## config.mk

```make
export PLATFORM = sky130hd
export DESIGN_NAME = ppu_device_flat
export DESIGN_NICKNAME = d
export VERILOG_FILES = /design/src/hdl/ppu_pkg.sv /design/src/hdl/ppu_link_if.sv /design/src/hdl/ppu_sync.sv /design/src/hdl/ppu_device.sv /design/src/flat_wrapper.sv
export SDC_FILE = /design/constraint.sdc
export NUM_CORES = 1
export LEC_CHECK = 0
export BUFFER_PORTS_ARGS = -buffer_cell sky130_fd_sc_hd__buf_2
export CORE_MARGIN = 2
export CORE_UTILIZATION = 50
export CTS_BUF_LIST = sky130_fd_sc_hd__clkbuf_8
export CTS_CLUSTER_SIZE = 40
export DETAILED_ROUTE_END_ITERATION = 12
export PLACE_DENSITY = 0.82
export SLEW_MARGIN = 30
export SYNTH_ARGS = -nofsm -noshare
export SYNTH_HDL_FRONTEND = slang
export SYNTH_SLANG_ARGS = --single-unit
```

## constraint.sdc

```tcl
create_clock -name i_sys_clk -period 2.2 [get_ports i_sys_clk]
set_input_delay 0.66 -clock i_sys_clk [delete_from_list [all_inputs] [get_ports i_sys_clk]]
set_output_delay 0.66 -clock i_sys_clk [all_outputs]
set_load 0.1 [all_outputs]
```

## src/hdl/ppu_pkg.sv

```systemverilog
// constants shared by the pulse pattern unit, its controller and their link
// Function
// - pin drives output data when direction and enable set
// - selected trigger copies enabled buffer bits to output
// - enable set, direction clear: input, output data read-only
// - controller refills buffer before next trigger
// - invert bit clear drives complement of output data
// - capture-configured channel A triggers by capture
// - other peripheral owns pin, transfer still happens
// - change pin setup only while no trigger occurs
// - non-overlap: compare A copies all enabled bits
// - non-overlap: compare B copies only zero bits
// - timer makes compare B precede compare A
// - buffer untouched between compare B and A
// - next pattern written before following compare B
// - pattern reload from compare A handler or engine
// - pulse pins need direction and enable both set
// - invert bits reset to one, direct output
// - non-overlap bits reset to zero, normal mode
// - halt bit resets set, blocks register access
package ppu_pkg;
  // ---------------------------------------------------------------
  // device geometry
  // ---------------------------------------------------------------
  localparam int unsigned PPU_PINS   = 16;
  localparam int unsigned PPU_GROUPS = 4;
  localparam int unsigned PPU_GW     = 4;
  localparam int unsigned PPU_CHANS  = 4;
  localparam int unsigned PPU_AW     = 3;
  // ---------------------------------------------------------------
  // device register indices on the link
  // ---------------------------------------------------------------
  localparam logic [2:0] PPU_REG_NDE   = 3'h0; // next_data_enable (high byte: next_data_enable_high)
  localparam logic [2:0] PPU_REG_NDB   = 3'h1; // next_data_buffer
  localparam logic [2:0] PPU_REG_POD   = 3'h2; // pulse_out_data
  localparam logic [2:0] PPU_REG_TSEL  = 3'h3; // trigger_select_reg, two bits per group
  localparam logic [2:0] PPU_REG_MODE  = 3'h4; // output_mode_reg: [7:4] invert, [3:0] nonoverlap
  localparam logic [2:0] PPU_REG_DIR   = 3'h5; // [15:8] port_one_direction, [7:0] port_two_direction
  localparam logic [2:0] PPU_REG_HALT  = 3'h6; // bit 0 module_halt_bit
  localparam logic [2:0] PPU_REG_PINS  = 3'h7; // synchronised pin levels, read only
  localparam logic [7:0] PPU_MODE_RST  = 8'hF0;
  localparam int unsigned PPU_INV_LSB  = 4;
  localparam logic       PPU_HALT_RST  = 1'h1;
  // ---------------------------------------------------------------
  // controller registers on AHB-Lite, byte addresses
  // ---------------------------------------------------------------
  localparam logic [7:0] PPU_AHB_CMD    = 8'h00; // [15:0] data, [18:16] index, [19] write
  localparam logic [7:0] PPU_AHB_STATUS = 8'h04; // [0] busy, [1] late, [2] margin open
  localparam logic [7:0] PPU_AHB_CTRL   = 8'h08; // [0] margin guard enable
  localparam logic [7:0] PPU_AHB_RDATA  = 8'h0C; // [15:0] last link read data
  localparam int unsigned PPU_CMD_IDX_LSB = 16;
  localparam int unsigned PPU_CMD_WR_BIT  = 19;
  localparam int unsigned PPU_ST_LATE_BIT = 1;
  localparam logic [1:0] PPU_HTRANS_NONSEQ = 2'h2;
endpackage : ppu_pkg

```

## src/hdl/ppu_link_if.sv

```systemverilog
// link between the pulse pattern unit and its controller
`timescale 1ns/10ps
`default_nettype none
interface ppu_link_if;
  import ppu_pkg::*;
  logic                  req;       // one-cycle register request
  logic                  wr;        // request is a write
  logic [PPU_AW-1:0]     addr;      // register index
  logic [PPU_PINS-1:0]   wdata;
  logic                  ack;       // one-cycle answer
  logic [PPU_PINS-1:0]   rdata;
  logic [PPU_CHANS-1:0]  cmp_a;     // compare match A pulses per channel
  logic [PPU_CHANS-1:0]  cmp_b;     // compare match B pulses per channel
  logic [PPU_CHANS-1:0]  cap_a;     // input capture A pulses per channel
  logic [PPU_CHANS-1:0]  a_capture; // channel A register set for capture

  modport dev  (input req, wr, addr, wdata, cmp_a, cmp_b, cap_a, a_capture, output ack, rdata);
  modport ctrl (output req, wr, addr, wdata, cmp_a, cmp_b, cap_a, a_capture, input ack, rdata);
endinterface : ppu_link_if
`default_nettype wire

```

## src/hdl/ppu_sync.sv

```systemverilog
// two-flop synchroniser for pin levels
`timescale 1ns/10ps
`default_nettype none
module ppu_sync #(
  parameter int unsigned WIDTH = 16
) (
  input  wire logic             i_sys_clk,
  input  wire logic             i_rst,
  input  wire logic [WIDTH-1:0] i_async,
  output logic      [WIDTH-1:0] o_sync
);
  logic [WIDTH-1:0] meta;

  // first stage feeds only the second
  always_ff @(posedge i_sys_clk)
  begin
    if (i_rst)
    begin
      meta   <= '0;
      o_sync <= '0;
    end
    else
    begin
      meta   <= i_async;
      o_sync <= meta;
    end
  end
endmodule : ppu_sync
`default_nettype wire

```

## src/hdl/ppu_device.sv

```systemverilog
// pulse pattern unit: pattern registers, trigger transfer and pin drive
`timescale 1ns/10ps
`default_nettype none
module ppu_device
  import ppu_pkg::*;
(
  input  wire logic                i_sys_clk,
  input  wire logic                i_rst,
  ppu_link_if.dev                  link,
  input  wire logic [PPU_PINS-1:0] i_pin_in,
  input  wire logic [PPU_PINS-1:0] i_periph_oe,
  output logic      [PPU_PINS-1:0] o_pin_out,
  output logic      [PPU_PINS-1:0] o_pin_oe_n
);
  // ---------------------------------------------------------------
  // state
  // ---------------------------------------------------------------
  logic [PPU_PINS-1:0] next_data_enable;
  logic [PPU_PINS-1:0] next_data_buffer;
  logic [PPU_PINS-1:0] pulse_out_data;
  logic [PPU_PINS-1:0] direction;
  logic [7:0]          trigger_select_reg;
  logic [7:0]          output_mode_reg;
  logic                module_halt_bit;
  logic [PPU_PINS-1:0] pin_sync;
  logic                access;
  logic                wr_en;
  logic [PPU_PINS-1:0] xfer_mask;
  logic [PPU_PINS-1:0] inv_mask;
  logic [PPU_PINS-1:0] next_pulse_out_data;
  logic [PPU_PINS-1:0] read_mux;

  ppu_sync #(.WIDTH(PPU_PINS)) u_pin_sync (
    .i_sys_clk (i_sys_clk),
    .i_rst     (i_rst),
    .i_async   (i_pin_in),
    .o_sync    (pin_sync)
  );

  // ---------------------------------------------------------------
  // register access
  // ---------------------------------------------------------------
  // halted unit answers but ignores all but its halt register
  assign access = link.req && (!module_halt_bit || link.addr == PPU_REG_HALT);
  assign wr_en  = access && link.wr;

  // plain configuration registers
  always_ff @(posedge i_sys_clk)
  begin
    if (i_rst)
    begin
      next_data_enable   <= '0;
      next_data_buffer   <= '0;
      direction          <= '0;
      trigger_select_reg <= '0;
      output_mode_reg    <= PPU_MODE_RST;
      module_halt_bit    <= PPU_HALT_RST;
    end
    else if (wr_en)
    begin
      if (link.addr == PPU_REG_NDE)
        next_data_enable <= link.wdata;
      else if (link.addr == PPU_REG_NDB)
        next_data_buffer <= link.wdata;
      else if (link.addr == PPU_REG_TSEL)
        trigger_select_reg <= link.wdata[7:0];
      else if (link.addr == PPU_REG_MODE)
        output_mode_reg <= link.wdata[7:0];
      else if (link.addr == PPU_REG_DIR)
        direction <= link.wdata;
      else if (link.addr == PPU_REG_HALT)
        module_halt_bit <= link.wdata[0];
    end
  end

  // ---------------------------------------------------------------
  // trigger selection and transfer masks
  // ---------------------------------------------------------------
  // each group looks at the channel its two trigger_select_reg bits pick; triggers come from clocked logic, no sync needed
  always_comb
  begin
    logic [1:0] ch;
    logic       trig_a;
    logic       trig_b;
    logic [PPU_GW-1:0] en;
    logic [PPU_GW-1:0] nd;
    ch       = '0;
    trig_a   = 1'b0;
    trig_b   = 1'b0;
    en       = '0;
    nd       = '0;
    xfer_mask = '0;
    inv_mask  = '0;
    for (int g = 0; g < PPU_GROUPS; g++)
    begin
      ch     = trigger_select_reg[2*g +: 2];
      trig_a = link.a_capture[ch] ? link.cap_a[ch] : link.cmp_a[ch];
      trig_b = link.cmp_b[ch];
      en     = next_data_enable[PPU_GW*g +: PPU_GW];
      nd     = next_data_buffer[PPU_GW*g +: PPU_GW];
      if (!module_halt_bit && trig_a)
        xfer_mask[PPU_GW*g +: PPU_GW] = en;
      else if (!module_halt_bit && trig_b && output_mode_reg[g])
        xfer_mask[PPU_GW*g +: PPU_GW] = en & ~nd;
      // group 3 and 2 sit in the upper byte
      inv_mask[PPU_GW*g +: PPU_GW] = {PPU_GW{~output_mode_reg[PPU_INV_LSB+g]}};
    end
  end

  // software writes only bits not owned by the pattern; trigger wins over write
  always_comb
  begin
    next_pulse_out_data = pulse_out_data;
    if (wr_en && link.addr == PPU_REG_POD)
      next_pulse_out_data = (pulse_out_data & next_data_enable)
                          | (link.wdata & ~next_data_enable);
    next_pulse_out_data = (next_pulse_out_data & ~xfer_mask)
                        | (next_data_buffer & xfer_mask);
  end

  always_ff @(posedge i_sys_clk)
  begin
    if (i_rst)
      pulse_out_data <= '0;
    else
      pulse_out_data <= next_pulse_out_data;
  end

  // ---------------------------------------------------------------
  // pin drive
  // ---------------------------------------------------------------
  // inversion applies to pulse pins only; general outputs show data as is
  always_ff @(posedge i_sys_clk)
  begin
    if (i_rst)
    begin
      o_pin_out  <= '0;
      o_pin_oe_n <= '1;
    end
    else
    begin
      o_pin_out  <= pulse_out_data ^ (inv_mask & next_data_enable);
      o_pin_oe_n <= ~(direction & ~i_periph_oe);
    end
  end

  // ---------------------------------------------------------------
  // read answer
  // ---------------------------------------------------------------
  always_comb
  begin
    read_mux = '0;
    if (link.addr == PPU_REG_NDE)
      read_mux = next_data_enable;
    else if (link.addr == PPU_REG_NDB)
      read_mux = next_data_buffer;
    else if (link.addr == PPU_REG_POD)
      read_mux = pulse_out_data;
    else if (link.addr == PPU_REG_TSEL)
      read_mux = {8'h00, trigger_select_reg};
    else if (link.addr == PPU_REG_MODE)
      read_mux = {8'h00, output_mode_reg};
    else if (link.addr == PPU_REG_DIR)
      read_mux = direction;
    else if (link.addr == PPU_REG_HALT)
      read_mux = {15'h0000, module_halt_bit};
    else
      read_mux = pin_sync;
  end

  // every request gets an answer so the controller never hangs
  always_ff @(posedge i_sys_clk)
  begin
    if (i_rst)
    begin
      link.ack   <= 1'b0;
      link.rdata <= '0;
    end
    else
    begin
      link.ack   <= link.req;
      link.rdata <= (access && !link.wr) ? read_mux : '0;
    end
  end
endmodule : ppu_device
`default_nettype wire

```

## src/flat_wrapper.sv

```systemverilog
// flat-port wrapper written by rule: the top's interface ports become plain ports
module ppu_device_flat import ppu_pkg::*;
  (i_sys_clk, i_rst, i_pin_in, i_periph_oe, o_pin_out, o_pin_oe_n, link_req, link_wr, link_addr, link_wdata, link_cmp_a, link_cmp_b, link_cap_a, link_a_capture, link_ack, link_rdata);
  ppu_link_if link_i ();
  input  wire logic i_sys_clk;
  input  wire logic i_rst;
  input  wire logic [PPU_PINS-1:0] i_pin_in;
  input  wire logic [PPU_PINS-1:0] i_periph_oe;
  output logic      [PPU_PINS-1:0] o_pin_out;
  output logic      [PPU_PINS-1:0] o_pin_oe_n;
  input wire logic [$bits(link_i.req)-1:0] link_req;
  input wire logic [$bits(link_i.wr)-1:0] link_wr;
  input wire logic [$bits(link_i.addr)-1:0] link_addr;
  input wire logic [$bits(link_i.wdata)-1:0] link_wdata;
  input wire logic [$bits(link_i.cmp_a)-1:0] link_cmp_a;
  input wire logic [$bits(link_i.cmp_b)-1:0] link_cmp_b;
  input wire logic [$bits(link_i.cap_a)-1:0] link_cap_a;
  input wire logic [$bits(link_i.a_capture)-1:0] link_a_capture;
  output wire logic [$bits(link_i.ack)-1:0] link_ack;
  output wire logic [$bits(link_i.rdata)-1:0] link_rdata;
  assign link_i.req = link_req;
  assign link_i.wr = link_wr;
  assign link_i.addr = link_addr;
  assign link_i.wdata = link_wdata;
  assign link_i.cmp_a = link_cmp_a;
  assign link_i.cmp_b = link_cmp_b;
  assign link_i.cap_a = link_cap_a;
  assign link_i.a_capture = link_a_capture;
  assign link_ack = link_i.ack;
  assign link_rdata = link_i.rdata;
  ppu_device u_core (.i_sys_clk(i_sys_clk), .i_rst(i_rst), .link(link_i), .i_pin_in(i_pin_in), .i_periph_oe(i_periph_oe), .o_pin_out(o_pin_out), .o_pin_oe_n(o_pin_oe_n));
endmodule
```

# ---- After elaboration in Yosys (flattened, before gate mapping)
# Index checks and enable logic that the tools add are counted.
dict set report word_totals {
  reg_bits 162
  elab_cells 133
}
dict set report classes {
  order_cmp 4
  eq_ne 6
  n_mux 52
  bitwise_logic 31
  reduce_logical 27
}
# op n
set op_table {}
lappend op_table {{16-bit two-way mux} 8}
lappend op_table {{16-bit bitwise AND} 6}
lappend op_table {{16-bit NOT} 4}
lappend op_table {{1-bit binary-select mux with 2-bit select} 16}
lappend op_table {{4-bit two-way mux} 8}
lappend op_table {{16-bit bitwise OR} 2}
lappend op_table {{1-bit two-way mux} 20}
lappend op_table {{4-bit bitwise AND} 4}
lappend op_table {{1-bit logical AND} 16}
lappend op_table {{4-bit NOT} 4}
lappend op_table {{16-bit XOR} 1}
lappend op_table {{2-bit by 3-bit less-than comparator with 1-bit output (second input constant)} 4}
lappend op_table {{1-bit NOT} 10}
lappend op_table {{3-bit == test (second input constant)} 3}
lappend op_table {{7-bit AND reduction} 1}
lappend op_table {{3-bit by 2-bit == test with 1-bit output (second input constant)} 2}
lappend op_table {{6-bit AND reduction} 1}
lappend op_table {{5-bit AND reduction} 1}
lappend op_table {{4-bit AND reduction} 1}
lappend op_table {{3-bit by 1-bit == test with 1-bit output (second input constant)} 1}
lappend op_table {{3-bit logical NOT} 1}
lappend op_table {{3-bit AND reduction} 1}
lappend op_table {{1-bit logical NOT} 2}
lappend op_table {{2-bit AND reduction} 1}
lappend op_table {{other kinds (2)} 2}

# ---- Depth between registers and ports, before layout
dict set report logic_depth {
  ltp_word 9
  mapped_depth 8
  depth_no_buf 5
}

# ---- Cells and area by module
# A second synthesis with hierarchy kept.
dict set report unflattened {
  cells_unflattened 811
  hier_area_um2 7085.5
}
# module n_inst cells_each area_per_inst_um2
set by_module_without_submodules {}
lappend by_module_without_submodules {ppu_device 1 744 6222.2}
lappend by_module_without_submodules {ppu_sync 1 67 863.3}

# ---- Worst setup path after synthesis
# OpenSTA, ideal clock, no wires.
dict set report synth_path {
  path_type {input-to-reg}
  startpoint {input link_addr[0]}
  endpoint {register (tool-made name)}
  setup_time_ns 0.126
  arrival_ns 1.830
  required_ns 2.074
  slack_ns 0.243
  path_stages 7
  path_buffers 2
  cell_sequence {buf_4 > nor4bb_4 > nand3b_1 > buf_6 > mux2_4 > o221ai_1 > a31oi_1}
}
# item line
set synth_rtl {}
lappend synth_rtl {{from (decl)} flat_wrapper.sv:13} ;# input wire logic [$bits(link_i.addr)-1:0] link_addr;

# ---- Worst setup path in the final report
dict set report layout_path {
  startpoint {register u_core.link.rdata[4]}
  endpoint {output link_rdata[4]}
}
# item line
set layout_rtl {}
lappend layout_rtl {{from (decl)} ppu_link_if.sv:17} ;# modport dev (input req, wr, addr, wdata, cmp_a, cmp_b, cap_a, a_capture, output ack, rdata);
lappend layout_rtl {{from (signal assigned)} ppu_device.sv:182} ;# link.rdata <= (access && !link.wr) ? read_mux : '0;
lappend layout_rtl {{to (decl)} flat_wrapper.sv:20} ;# output wire logic [$bits(link_i.rdata)-1:0] link_rdata;
# No word-level cell between the ends.

==> metrics.cfg <==
[yosys]
synthTopCellsByArea=dfxtp_1, mux2i_1, nand2_1
ys_seq_elements=162
library_cell_with_the_largest_summed_area_after_synthesis=dfxtp_1
yosysUniqueCellTypes=52
synth_fp_nets=809
ys.warnings.count=0
synth_area_per_cell_um2=9.399
synth_top_area_share_pct=46.75
ys_async_sr_fraction_pct=0
synth_common_cells=dfxtp_1, nand2_1, a21oi_1, nor2_1, nor2b_1
yosys.cell_count.top_type=dfxtp_1
seq_area_frac_synth_pct=46.75
synthFlopType=dfxtp_1
syn_inst=738
synth-edff-count=0
netlist_area_um2=6937

[cells_and_area]
n_antenna_cell=0
n_fill_cell=1211
stdcell_count=1058
share_of_final_layout_standard_cells_stronger_than_drive_strength_1_pct=25.51
multiInputGateArea_um2=3377
postLayoutCellArea_um2=8277
synthToLayoutAreaGrowth_pct=19.32
layout.nets=936
seq_area_um2=3243

[placement]
place.gp.congestion=0.9098
dpl-instance-area_um2=7865
io_buffers=119
dpl.hpwl_mm=12.23
dp_cells=1026

[clock_network]
worst_skew_late_latency_ns=0.46
post_cts_hold_buffer_count=0
clk_path_buf_depth=2
number_of_levels_in_the_clock_h_tree=4
post-cts-setup-buffers=0
post_cts_resize_count=0
sinks_on_clock_net=162
tritoncts=built
clkSlewWorstSetupHoldPaths_ns=0.09
cts.root.buffer_cell=clkbuf_8
cts_buffers=17

[routing]
drt_pass_1_iters=5
via_count=5851
post_drt_via_cell_ratio=5.530
first_iter_violations=603
routedWlPerCell_um=16.49
ant_nets=0
post-route-drc-count=0
routed_wirelength_mm=17.44

[global_route]
largest_net_degree_at_the_start_of_global_routing=81
globalRouteTotalUtil_pct=24.14
grt_antenna_before_repair=0
grt_pass1_wl_mm=27.32
first_global_vias=5308
grt_overflow_total=0

[timing]
setup_repair_after_global_routing_missed_its_margin=no
maxSlewHeadroom_pct=65.74
drv_slew=0
hold_vio_cnt_final=0
final_min_period_over_clock_period_pct=88.22
finalCriticalPeriod_ns=1.941
final.setup_skew_ns=0.01237
report.final.setup_viol=0
timing_worst_slew_pin_value_ns=0.5097
fmax_mhz=515.3

[floorplanning]
floorplan.die.height_um=121.8
fp-row-count=43
floorplan.initialDensity_pct=50.56
die_width_um=121.8
floorplan.die_area_um2=14830
io_pins=120
design.core.area_um2=13720

[setup_path]
critPathRequiredTime_ns=1.54
worst_path_dominant_cell_family=buffers and inverters
timing_worst_setup_path_type=reg2out
timing.critical_path.arrival_ns=1.28
critical_path.startpoint_type=register
critPathMaxStageDelay_ns=0.44
worstSetupEndpointType=output pin
critical_path.slowest_cell=buf_2
cells_along_the_critical_path=buf_2
critical_path.max_fanout=1
worst-path-buf-inv=1

[hold_path]
hold_class=in2reg

[pwr]
max-vdd-ir-drop_uv=488.8
powerDensity_nw_per_um2=669.3
total_leakage_power_nw=3.124

[flow_run]
drv_cap=0

[status]
outcome=completed

layout make-up:
class,instances,area share [%]
inverters,27,1.224
flip-flops and latches,162,39.18
clock buffers,18,2.993
well taps,180,2.721
clock inverters,14,1.980
multi-input cells,507,40.80
repair buffers,150,11.10
report_power, final:
part	switching [W]	internal, W
Sequential	0.00000815	0.00296
Clock	0.00107	0.00115
Combinational	0.000208	0.000145
cell families (layout without fill, tap and decap cells):
family | after synthesis | after routing | synth area share, %
buffers and inverters | 69 | 209 | 4.563
AOI/OAI and AO/OA | 150 | 150 | 14.07
xor gates and xnor gates | 16 | 16 | 2.020
muxes | 65 | 65 | 11.85
and+or+nand+nor | 276 | 276 | 20.74
DFF | 162 | 162 | 46.75
cell usage in the layout, fill, tap and decap left out, types with 12 or more instances in the layout:
cell type / Yosys / final
o21ai_0: 20 / 20
a311oi_1: 24 / 24
a21oi_1: 62 / 62
buf_2: 7 / 118
inv_1: 27 / 30
clkbuf_8: 0 / 18
nor2b_1: 50 / 50
xnor2_1: 16 / 16
dfxtp_1: 162 / 162
nand2_1: 106 / 106
buf_4: 7 / 25
o31ai_1: 12 / 12
mux2i_1: 45 / 45
nor2_1: 56 / 56
nand2b_1: 19 / 19
path summary, 6_finish.rpt:
path | from | end | slack, ns | cells after the start
max | u_core.link.rdata[4] | link_rdata[4] | 0.26 | 1
min | i_periph_oe[12] | u_core.o_pin_oe_n[12] | 0.37 | 2
max reg2reg | u_core.trigger_select_reg[4] | register | 0.34 | 3
min reg2reg | u_core.direction[0] | u_core.o_pin_oe_n[0] | 0.41 | 1
through the flow:
step	setup TNS [ns]	setup WS [ns]	hold slack [ns]	total power [W]	util [%]
finish	0	0.2592	0.3733	0.005539	60.33
global route	0	0.1985	0.3597	0.005740	60.33
CTS	0	0.2342	0.3571	0.005579	60.33
detailed placement	-0.08603	-0.03662	0.4053	0.003386	57.33
global placement	0	0.05150	0.4004	0.003381	57.33
floorplan	0	0.2434	0.3643	0.003231	-
per-layer routing:
metal	up-vias	wire length (µm)	global-route usage, %
li1	2786	-	-
met1	2728	7431	33.12
met5	-	0	0
met2	292	7811	35.93
met3	45	1628	5.805
met4	0	572	11.28
No activity file was read; power rests on OpenSTA's default activity.
